File: src/rtl/afpmc_pkg.sv
// Shared constants and types for the converter frame and power-mode control
package afpmc_pkg;

  // Frame framing counts, in serial clock falling edges
  localparam int unsigned FRAME_EDGES   = 16;
  localparam int unsigned GLITCH_EDGES  = 2;
  localparam int unsigned KEEP_EDGES    = 10;
  localparam int unsigned TRACK_EDGES   = 13;
  localparam int unsigned LEAD_ZEROS    = 4;
  localparam int unsigned RESULT_BITS   = 12;

  // Quiet interval and power-up time, ns and derived cycles at 100 MHz
  localparam int unsigned CLK_PERIOD_NS  = 10;
  localparam int unsigned QUIET_NS       = 50;
  localparam int unsigned QUIET_CYC      = (QUIET_NS + CLK_PERIOD_NS - 1)
                                           / CLK_PERIOD_NS;
  localparam int unsigned POWERUP_NS     = 1000;
  localparam int unsigned POWERUP_CYC    = (POWERUP_NS + CLK_PERIOD_NS - 1)
                                           / CLK_PERIOD_NS;

  // Host serial clock divider, half period in system cycles
  localparam int unsigned SCLK_HALF_CYC  = 4;

  // Power state after reset
  localparam logic        PWR_UP_RESET   = 1'h1;

  // Host sequencer states
  typedef enum logic [3:0] {
    AFPMC_IDLE  = 4'h1,
    AFPMC_LOW   = 4'h2,
    AFPMC_RUN   = 4'h4,
    AFPMC_QUIET = 4'h8
  } afpmc_host_type;

endpackage : afpmc_pkg

File: src/rtl/afpmc_link_if.sv
// Link between host and converter: frame select, serial clock, data pin
`timescale 1ns/10ps
`default_nettype none
interface afpmc_link_if;
  logic frameSelN;      // Active-low frame select, host driven
  logic serialClk;      // Serial clock, host driven
  logic resultOut;      // serial_result_out level driven by the converter
  logic resultOutEn;    // High while the converter drives the data pin

  modport device (
    input  frameSelN,
    input  serialClk,
    output resultOut,
    output resultOutEn
  );

  modport host (
    output frameSelN,
    output serialClk,
    input  resultOut,
    input  resultOutEn
  );
endinterface : afpmc_link_if
`default_nettype wire

File: src/rtl/afpmc_device.sv
// Converter end: frame counting, power mode, track/hold and result shifter
// Function
// - Sample and start conversion at frame-select fall
// - Host holds select low ten edges for power
// - Rise between ten and sixteen: abort, stay up
// - Full conversion and readout take sixteen clocks
// - Select may idle high or low between
// - Host waits quiet interval after output released
// - Rise between two and ten: power down
// - Rise before second edge keeps normal mode
// - Power-down switches off all analog circuitry
// - Fall starts power-up; sixteen clocks complete it
// - Early rise during power-up returns to power-down
// - Host uses one dummy conversion to power
// - Power-up: track on first clock edge after fall
// - Slow clock host may end dummy early
// - Supply-on mode unknown; dummy cycle sets it
// - Host need not wait before mode dummy
// - After supply-on track/hold already tracking
// - Word: four zeros, result MSB first, zero fill
// - Fall enables output; bits shift on falls
// - Output released at sixteenth falling edge
// - After thirteen falls, track on next rise
`timescale 1ns/10ps
`default_nettype none
module afpmc_device
  import afpmc_pkg::*;
#(
  parameter int unsigned RES_BITS = RESULT_BITS
) (
  // Clock and reset
  input  wire logic                clk,
  input  wire logic                reset_n,
  // Link to host
  afpmc_link_if.device             link,
  // Sampled analog value from the converter core
  input  wire logic [RES_BITS-1:0] sampleIn,
  // Status towards the analog core
  output logic                     poweredUp,
  output logic                     analogOn,
  output logic                     trackMode,
  output logic                     frameActive
);
  localparam int unsigned PAD = FRAME_EDGES - LEAD_ZEROS - RES_BITS;

  logic       selN;
  logic       selRise;
  logic       selFall;
  logic       clkSync;
  logic       clkRise;
  logic       clkFall;
  logic [4:0] fallCnt_r;
  logic [4:0] fallCnt_nxt;
  logic       active_r;
  logic       pwr_r;
  logic       pwrNext_r;
  logic       wake_r;
  logic       track_r;
  logic       trackArm_r;
  logic       outEn_r;
  logic       outBit_r;
  logic [15:0] shift_r;

  // Pin synchronisers
  afpmc_sync #(.RESET_VAL(1'h1)) uSel (
    .clk     (clk),
    .reset_n (reset_n),
    .asyncIn (link.frameSelN),
    .syncOut (selN),
    .riseOut (selRise),
    .fallOut (selFall)
  );

  afpmc_sync #(.RESET_VAL(1'h0)) uClk (
    .clk     (clk),
    .reset_n (reset_n),
    .asyncIn (link.serialClk),
    .syncOut (clkSync),
    .riseOut (clkRise),
    .fallOut (clkFall)
  );

  // Edge count decodes
  wire lastFall   = active_r & clkFall & (fallCnt_r == 5'(FRAME_EDGES - 1));
  wire earlyRise  = fallCnt_r < 5'(GLITCH_EDGES);
  wire midRise    = !earlyRise & (fallCnt_r < 5'(KEEP_EDGES));
  wire abortRise  = active_r & selRise;
  // Leading zeros above the result, zero fill below it
  wire [15:0] frameWord = 16'(sampleIn) << PAD;

  // Fall counter restarts at every frame start
  always_comb
  begin
    fallCnt_nxt = fallCnt_r;
    if (selFall)
      fallCnt_nxt = 5'h00;
    else if (active_r && clkFall && fallCnt_r != 5'h1f)
      fallCnt_nxt = fallCnt_r + 5'h01;
  end

  // Frame, power state and output control
  always_ff @(posedge clk or negedge reset_n)
  begin
    if (!reset_n)
    begin
      fallCnt_r <= 5'h00;
      active_r  <= 1'h0;
      pwr_r     <= PWR_UP_RESET;
      wake_r    <= 1'h0;
      outEn_r   <= 1'h0;
    end
    else
    begin
      fallCnt_r <= fallCnt_nxt;
      if (selFall)
      begin
        active_r <= 1'h1;
        outEn_r  <= 1'h1;
        wake_r   <= !pwr_r;
      end
      else if (abortRise)
      begin
        active_r <= 1'h0;
        outEn_r  <= 1'h0;
        wake_r   <= 1'h0;
        if (wake_r)
          pwr_r <= !(fallCnt_r < 5'(KEEP_EDGES));
        else if (midRise)
          pwr_r <= 1'h0;
        else if (earlyRise)
          pwr_r <= pwr_r;
      end
      else if (lastFall)
      begin
        active_r <= 1'h0;
        outEn_r  <= 1'h0;
        if (wake_r)
          pwr_r <= 1'h1;
        wake_r   <= 1'h0;
      end
    end
  end

  // Result word shifted out MSB first, first zero driven from the fall
  always_ff @(posedge clk or negedge reset_n)
  begin
    if (!reset_n)
    begin
      shift_r  <= 16'h0000;
      outBit_r <= 1'h0;
    end
    else if (selFall)
    begin
      shift_r  <= frameWord[15:0];
      outBit_r <= 1'h0;
    end
    else if (active_r && clkFall)
    begin
      shift_r  <= {shift_r[14:0], 1'h0};
      outBit_r <= shift_r[14];
    end
  end

  // Track and hold: hold from frame start, back to track per frame phase
  always_ff @(posedge clk or negedge reset_n)
  begin
    if (!reset_n)
    begin
      track_r    <= 1'h1;
      trackArm_r <= 1'h0;
    end
    else if (selFall)
    begin
      track_r    <= 1'h0;
      trackArm_r <= 1'h0;
    end
    else if (active_r && wake_r && (clkRise || clkFall) && !trackArm_r)
    begin
      track_r    <= 1'h1;
      trackArm_r <= 1'h1;
    end
    else if (active_r && clkRise && fallCnt_r >= 5'(TRACK_EDGES))
      track_r <= 1'h1;
    else if (!active_r && !selN)
      track_r <= track_r;
    else if (!active_r)
      track_r <= 1'h1;
  end

  // Analog supply follows power state or a power-up in progress
  always_ff @(posedge clk or negedge reset_n)
  begin
    if (!reset_n)
      pwrNext_r <= PWR_UP_RESET;
    else
      pwrNext_r <= pwr_r | wake_r;
  end

  assign link.resultOut   = outBit_r;
  assign link.resultOutEn = outEn_r;
  assign poweredUp        = pwr_r;
  assign analogOn         = pwrNext_r;
  assign trackMode        = track_r;
  assign frameActive      = active_r;

  logic unusedClk;
  assign unusedClk = clkSync;
endmodule : afpmc_device
`default_nettype wire

File: src/rtl/afpmc_sync.sv
// Two-flop synchroniser with falling and rising edge pulses
`timescale 1ns/10ps
`default_nettype none
module afpmc_sync #(
  parameter logic RESET_VAL = 1'h0
) (
  // Clock and reset
  input  wire logic clk,
  input  wire logic reset_n,
  // Asynchronous level in, synchronous level and edges out
  input  wire logic asyncIn,
  output logic      syncOut,
  output logic      riseOut,
  output logic      fallOut
);
  logic stage1_r;
  logic stage2_r;
  logic stage3_r;

  // Stage one feeds only stage two
  always_ff @(posedge clk or negedge reset_n)
  begin
    if (!reset_n)
    begin
      stage1_r <= RESET_VAL;
      stage2_r <= RESET_VAL;
      stage3_r <= RESET_VAL;
    end
    else
    begin
      stage1_r <= asyncIn;
      stage2_r <= stage1_r;
      stage3_r <= stage2_r;
    end
  end

  // Edge detection on synchronised copies only
  assign syncOut = stage2_r;
  assign riseOut = stage2_r & ~stage3_r;
  assign fallOut = ~stage2_r & stage3_r;
endmodule : afpmc_sync
`default_nettype wire
File: src/flat_wrapper.sv
// flat-port wrapper written by rule: the top's interface ports become plain ports
module afpmc_device_flat import afpmc_pkg::*;
#(
  parameter int unsigned RES_BITS = RESULT_BITS
)
  (clk, reset_n, sampleIn, poweredUp, analogOn, trackMode, frameActive, link_frameSelN, link_serialClk, link_resultOut, link_resultOutEn);
  afpmc_link_if link_i ();
  input  wire logic clk;
  input  wire logic reset_n;
  input  wire logic [RES_BITS-1:0] sampleIn;
  output logic poweredUp;
  output logic analogOn;
  output logic trackMode;
  output logic frameActive;
  input wire logic [$bits(link_i.frameSelN)-1:0] link_frameSelN;
  input wire logic [$bits(link_i.serialClk)-1:0] link_serialClk;
  output wire logic [$bits(link_i.resultOut)-1:0] link_resultOut;
  output wire logic [$bits(link_i.resultOutEn)-1:0] link_resultOutEn;
  assign link_i.frameSelN = link_frameSelN;
  assign link_i.serialClk = link_serialClk;
  assign link_resultOut = link_i.resultOut;
  assign link_resultOutEn = link_i.resultOutEn;
  afpmc_device #(.RES_BITS(RES_BITS)) u_core (.clk(clk), .reset_n(reset_n), .link(link_i), .sampleIn(sampleIn), .poweredUp(poweredUp), .analogOn(analogOn), .trackMode(trackMode), .frameActive(frameActive));
endmodule
File: config.mk
export PLATFORM = sky130hd
export DESIGN_NAME = afpmc_device_flat
export DESIGN_NICKNAME = d
export VERILOG_FILES = /design/src/rtl/afpmc_pkg.sv /design/src/rtl/afpmc_link_if.sv /design/src/rtl/afpmc_device.sv /design/src/rtl/afpmc_sync.sv /design/src/flat_wrapper.sv
export SDC_FILE = /design/constraint.sdc
export NUM_CORES = 1
export LEC_CHECK = 0
export ABC_CLOCK_PERIOD_IN_PS = 5140
export BUFFER_PORTS_ARGS = -buffer_cell sky130_fd_sc_hd__buf_2
export CORE_MARGIN = 4
export CORE_UTILIZATION = 45
export DETAILED_ROUTE_END_ITERATION = 6
export GPL_TIMING_DRIVEN = 0
export MAX_ROUTING_LAYER = met4
export PLACE_DENSITY_LB_ADDON = 0.25
export SLEW_MARGIN = 20
export SYNTH_ARGS = -nofsm -noshare
export SYNTH_HDL_FRONTEND = slang
export SYNTH_SLANG_ARGS = --single-unit
File: constraint.sdc
create_clock -name clk -period 5.14 [get_ports clk]
set_input_delay 0.514 -clock clk [delete_from_list [all_inputs] [get_ports clk]]
set_output_delay 0.514 -clock clk [all_outputs]
set_load 0.02 [all_outputs]
==> reports/qor.yml, run 1 <==
status: "completed"
final_common_cell: "dfrtp_1"
layout-drive-gt1-share: 0.243
cts_tree: "yes"
synth_seq_cells: 33
synth_compound_area_frac: 0.123
synth_area_leaders: "dfrtp_1 (45%), dfstp_2 (10%), mux2i_1 (7.3%), ha_1 (5.0%), o21ai_0 (4.6%)"
fin_nets: 194
synth_fa_ha_area_frac: 0.0495
critical_path.startpoint_type: "flop"
rsz0062_at_grt: "no"
yosysTopAreaCell: "dfrtp_1"
synthSimpleGateAreaFrac: 0.154
regArea_um2: 833
grt_pass1_vias: 1096
design_area_um2: 1740
synthCells: 144
crit_chain: "ha_1, and3_1, ha_1, and3b_1, clkbuf_1, nor2_1, a211oi_1"
cts.path.max_buffers: 2
num_antenna_cells: 0
cellLeakagePower_nw: 0.865
syn_nets: 166
p_per_area_nw_per_um2: 341
vias: 1090
io_buffers: 21
cts_sinks: 33
ys_types: 33
ios: 22
routabilityCongestion: 0.752
slew_headroom: 0.525
worstSetupEndpointType: "flop"
synth_mux_area_frac: 0.0726
ys_seq_area_frac: 0.550
post_drt_via_cell_ratio: 5.02
grt_max_degree: 34
postRouteAntennaNets: 0
core_area_um2: 3130
crit_path_max_incr_delay_ps: 450
fin_cells: 217
antenna_found_initial: 0
clk_pin_slew_ps: 100
hold_violations: 0
vdd_ir_drop_max_uv: 152
crit_slowest_cell: "dfrtp_1"
synth.avg_cell_area_um2: 10.5
final_cell_mix: "dfrtp_1 (27), buf_2 (24), nand2_1 (18)"
hold_buffers: 0
min_period_over_period: 0.371
crit_required_ps: 5390
avgRoutedWirePerCell_um: 12.5
cp.arrival_ps: 2150
cp_max_fo: 5
synth-xor-area-share: 0.0116
fmaxAchievable_mhz: 525
finalSetupTns_ps: 0
rows: 20
synth_area_um2: 1520
clk_latency_ps: 330
wl_um: 2720
die_w_um: 66.1
synth_top_area_share: 0.446
grt_pass1_wl_um: 4810
route.detailed.drc: 0
critPathKind: "flop to flop"
initial_core_util: 0.485
syn_to_final_growth_pct: 14.4
maxSlewViolCount: 0
holdCritPathClass: "input port to async pin"
first_pass_iters: 3
fin_hold_ws_ps: 222
reg2reg_depth: 7
worst_slew_pin_slew_ps: 713
dp_hpwl_um: 1950
finalClockSkew_ps: 7.73
setup_viol: 0
multi_input_area_um2: 623
place_inst: 209
grt_remaining_overflow: 0
cts-resized-gates: 0
htree_levels: 2
place_area_um2: 1680
cts_setup_buffers: 0
cap_violations: 0
die_area_um2: 4360
yosysWarnings: 0
synth_top_family_by_area: "simple AND/OR/NAND/NOR gates"
drtIter0Drc: 19
num-fill-cells: 293
cts_buffers: 5
die_y_um: 66.1
cts-root-buf: "clkbuf_4"
grt_usage: 0.151
crit_top_cell: "ha_1"
post-route-min-period_ps: 1910
-- cell usage after synthesis --
| library cell | instances |
|---|---|
| xor2_1 | 1 |
| a31o_2 | 1 |
| nor2b_1 | 2 |
| inv_1 | 5 |
| nand2_4 | 1 |
| o21ai_0 | 14 |
| nand3_1 | 6 |
| clkbuf_1 | 5 |
| dfstp_2 | 6 |
| mux2i_1 | 11 |
| o31ai_1 | 1 |
| a211oi_1 | 2 |
| a31oi_1 | 2 |
| and2_1 | 1 |
| o21ba_2 | 1 |
| nand2_1 | 18 |
| buf_4 | 1 |
| nand2b_1 | 2 |
| ha_1 | 6 |
| and3b_1 | 1 |
| nand4_1 | 1 |
| or4_1 | 2 |
| nand4b_1 | 1 |
| buf_2 | 3 |
| o311a_1 | 1 |
| nor2_1 | 9 |
| a21oi_1 | 8 |
| or2_2 | 1 |
| and3_1 | 1 |
| and4_1 | 1 |
| xnor2_1 | 1 |
| a22oi_2 | 1 |
| dfrtp_1 | 27 |
-- critical path, delay by kind of cell (launching register included) --
family	cells	cell delay, ps
AOI/OAI and AO/OA	1	210
and+or+nand+nor	3	480
DFF	1	450
adders and majority gates	2	460
buffers and inverters	1	210
-- layer usage --
layer,vias to the layer above,global-route usage,wire (um)
met5,-,-,0
met4,0,0.0761,65
met3,8,0.0408,120
met2,19,0.232,1240
met1,507,0.182,1300
li1,556,-,-
-- worst paths after layout --
check	endpoint	startpoint	slack [ps]
max in group asynchronous	u_core.shift_r[14]	reset_n	4460
min reg2reg	u_core.uClk.syncOut	u_core.uClk.stage1_r	360
min	u_core.frameActive	reset_n	220
max	u_core.fallCnt_r[4]	u_core.fallCnt_r[0]	3230
max reg2reg	u_core.fallCnt_r[4]	u_core.fallCnt_r[0]	3230
min in group clk	u_core.uSel.stage1_r	link_frameSelN	280
-- sequential cells by signal (all words and copies together), names as in the netlist --
signal,flops
u_core.uSel.syncOut,1
u_core.uSel.stage1_r,1
u_core.poweredUp,1
u_core.wake_r,1
u_core.shift_r,15
u_core.uClk.stage1_r,1
u_core.uSel.stage3_r,1
u_core.trackArm_r,1
u_core.analogOn,1
u_core.fallCnt_r,5
u_core.uClk.stage3_r,1
u_core.trackMode,1
u_core.frameActive,1
u_core.link.resultOut,1
u_core.uClk.syncOut,1
-- area by class of cell --
class                      count  share of cell area
timing repair buffer          21              0.0606
multi-input combinational     97               0.359
buffer                         9              0.0238
inverter                       5              0.0108
sequential                    33               0.480
clock buffer                   8              0.0339
tap                           44              0.0317
-- cell families (layout without fill, tap and decap cells) --
group / after synthesis / count (layout)
AND/OR/NAND/NOR: 47 / 47
flip-flops: 33 / 33
AO/OA/AOI/OAI: 31 / 31
buffers and inverters: 14 / 43
multiplexers: 11 / 11
adder cells (fa/ha/maj): 6 / 6
XOR/XNOR: 2 / 2
-- power breakdown --
group / internal [mW] / total, mW / leakage, nW / switching [mW]
clock network: 0.0674 / 0.150 / 0.0326 / 0.0830
logic: 0.0489 / 0.108 / 0.426 / 0.0592
registers: 0.304 / 0.334 / 0.407 / 0.0295
-- per-stage QoR --
step / power (mW) / setup WS (ps) / utilization
after floorplan: 0.409 / 3420 / -
after global placement: 0.444 / 3310 / 0.536
after detailed placement: 0.449 / 3260 / 0.536
after CTS: 0.601 / 3210 / 0.555
after global routing: 0.630 / 3070 / 0.555
final: 0.592 / 3230 / 0.555
Power figures use the tool's default switching activity.
==> inputs of run 2 (changes only) <==
--- a/config.mk
+++ b/config.mk
@@ -5,7 +5,7 @@
 export SDC_FILE = /design/constraint.sdc
 export NUM_CORES = 1
 export LEC_CHECK = 0
-export ABC_CLOCK_PERIOD_IN_PS = 5140
+export ABC_CLOCK_PERIOD_IN_PS = 1700
 export BUFFER_PORTS_ARGS = -buffer_cell sky130_fd_sc_hd__buf_2
 export CORE_MARGIN = 4
 export CORE_UTILIZATION = 45
==> constraint.sdc (replaced) <==
create_clock -name clk -period 1.7 [get_ports clk]
set_input_delay 0.17 -clock clk [delete_from_list [all_inputs] [get_ports clk]]
set_output_delay 0.17 -clock clk [all_outputs]
set_load 0.02 [all_outputs]
==> reports/qor.yml, run 2 (synthesis results as in run 1) <==
status: "finished with violations"
violations: "negative setup slack"
grt_pass1_vias: 1106
route.detailed.drc: 0
clk_pin_slew_ps: 100
place_area_um2: 1680
holdCritPathClass: "input port to flop"
antenna_found_initial: 0
hold_violations: 0
fin_nets: 199
num_antenna_cells: 0
crit_path_max_incr_delay_ps: 510
avgRoutedWirePerCell_um: 13.4
crit_family: "simple AND/OR/NAND/NOR gates"
rsz0062_at_grt: "yes"
drtIter0Drc: 61
first_pass_iters: 4
cts_tree: "yes"
cp_max_fo: 4
crit_slowest_cell: "or4_1"
cp.arrival_ps: 1980
cts_sinks: 33
min_period_over_period: 1.00
grt_max_degree: 34
io_buffers: 21
vias: 1119
cp.depth: 5
maxSlewViolCount: 0
fmaxAchievable_mhz: 587
critical_path.startpoint_type: "flop"
largest_registers: "u_core.shift_r (15), u_core.fallCnt_r (5)"
cts_buffers: 5
postRouteAntennaNets: 0
post-route-min-period_ps: 1700
htree_levels: 2
final_common_cell: "dfrtp_1"
path_buf_inv: 0
crit_required_ps: 1970
worstHoldStart: "sampleIn[10]"
worstSetupEndpointType: "flop"
hold_depth: 3
utilization: 0.576
die_area_um2: 4360
rows: 20
num-fill-cells: 295
worstReg2RegStart: "u_core.fallCnt_r[0]"
finalClockSkew_ps: 8.69
dp_hpwl_um: 2010
regMostFlops: "u_core.shift_r"
critPathKind: "flop to flop"
p_per_area_nw_per_um2: 1020
multi_input_area_um2: 629
clk_latency_ps: 340
vdd_ir_drop_max_uv: 618
setup_viol: 1
slew_headroom: 0.526
r2r_slack_ps: -3
grt_remaining_overflow: 0
finalSetupTns_ps: -3.05
crit_chain: "ha_2, and3_1, ha_2, or4_1, a21oi_1"
cellLeakagePower_nw: 0.896
regArea_um2: 835
syn_to_final_growth_pct: 18.7
cts.path.max_buffers: 2
place_inst: 209
design_area_um2: 1800
crit_top_cell: "ha_2"
wl_um: 2990
routabilityCongestion: 0.824
reg2reg_depth: 5
die_w_um: 66.1
post_drt_via_cell_ratio: 5.04
cts-root-buf: "clkbuf_4"
grt_pass1_wl_um: 5040
die_y_um: 66.1
grt_usage: 0.160
reg2reg_to: "u_core.fallCnt_r[3]"
final_cell_mix: "dfrtp_1 (26), buf_2 (22), nand2_1 (18)"
total_power_mw: 1.84
core_area_um2: 3130
fin_cells: 222
cap_violations: 0
layout-drive-gt1-share: 0.292
worst_slack_ps: -3.05
initial_core_util: 0.485
worst_slew_pin_slew_ps: 711
holdPathEnd: "u_core.shift_r[10]"
largest_reg_flops: 15
ios: 22
[run 2: metrics by stage]
step	hold slack, ps	worst slack, ps
finish	25.1	-3.05
global route	31.4	-33.3
CTS	15.5	9.20
detailed placement	264	-97.5
global placement	254	-83.8
floorplan	-126	2.25
[run 2: metal layers]
layer / global-route usage / part of all wire
met5: - / 0
met4: 0.0838 / 0.022
met2: 0.249 / 0.47
met1: 0.191 / 0.46
met3: 0.0408 / 0.041
[run 2: layout make-up]
class | instances | share of cell area
Inverter | 5 | 0.0104
Buffer | 8 | 0.0257
Tap cell | 44 | 0.0306
Sequential cell | 33 | 0.464
Clock buffer | 8 | 0.0327
Timing Repair Buffer | 27 | 0.0876
Multi-Input combinational cell | 97 | 0.350
[run 2: tightest hold or removal path, delay by kind of cell]
| kind | cells | cell delay [ps] |
|---|---|---|
| AND/OR/NAND/NOR | 1 | 40 |
| AO/OA/AOI/OAI | 1 | 50 |
| buffers and inverters | 1 | 70 |
[run 2: timing repair]
item,CTS,global route
endpoints found under the hold margin,29,0
setup endpoints to repair,4,22
gates resized for setup,2,10
hold buffers,3,0
setup buffers,2,1
cloned,0,0
pin swaps,1,0
[run 2: report_power, final]
part | internal, mW | switching, mW
combinational | 0.170 | 0.196
sequential | 0.921 | 0.0797
clock | 0.204 | 0.265
total | 1.29 | 0.540
[run 2: worst max path at each step]
stage	slack [ps]	endpoint	from
after floorplan	2	u_core.fallCnt_r[3]	u_core.fallCnt_r[0]
after global placement	-80	u_core.fallCnt_r[3]	u_core.fallCnt_r[0]
after detailed placement	-100	u_core.fallCnt_r[3]	u_core.fallCnt_r[0]
after CTS	9	u_core.fallCnt_r[3]	u_core.fallCnt_r[1]
after global routing	-30	u_core.fallCnt_r[3]	u_core.fallCnt_r[1]
final	-3	u_core.fallCnt_r[3]	u_core.fallCnt_r[0]
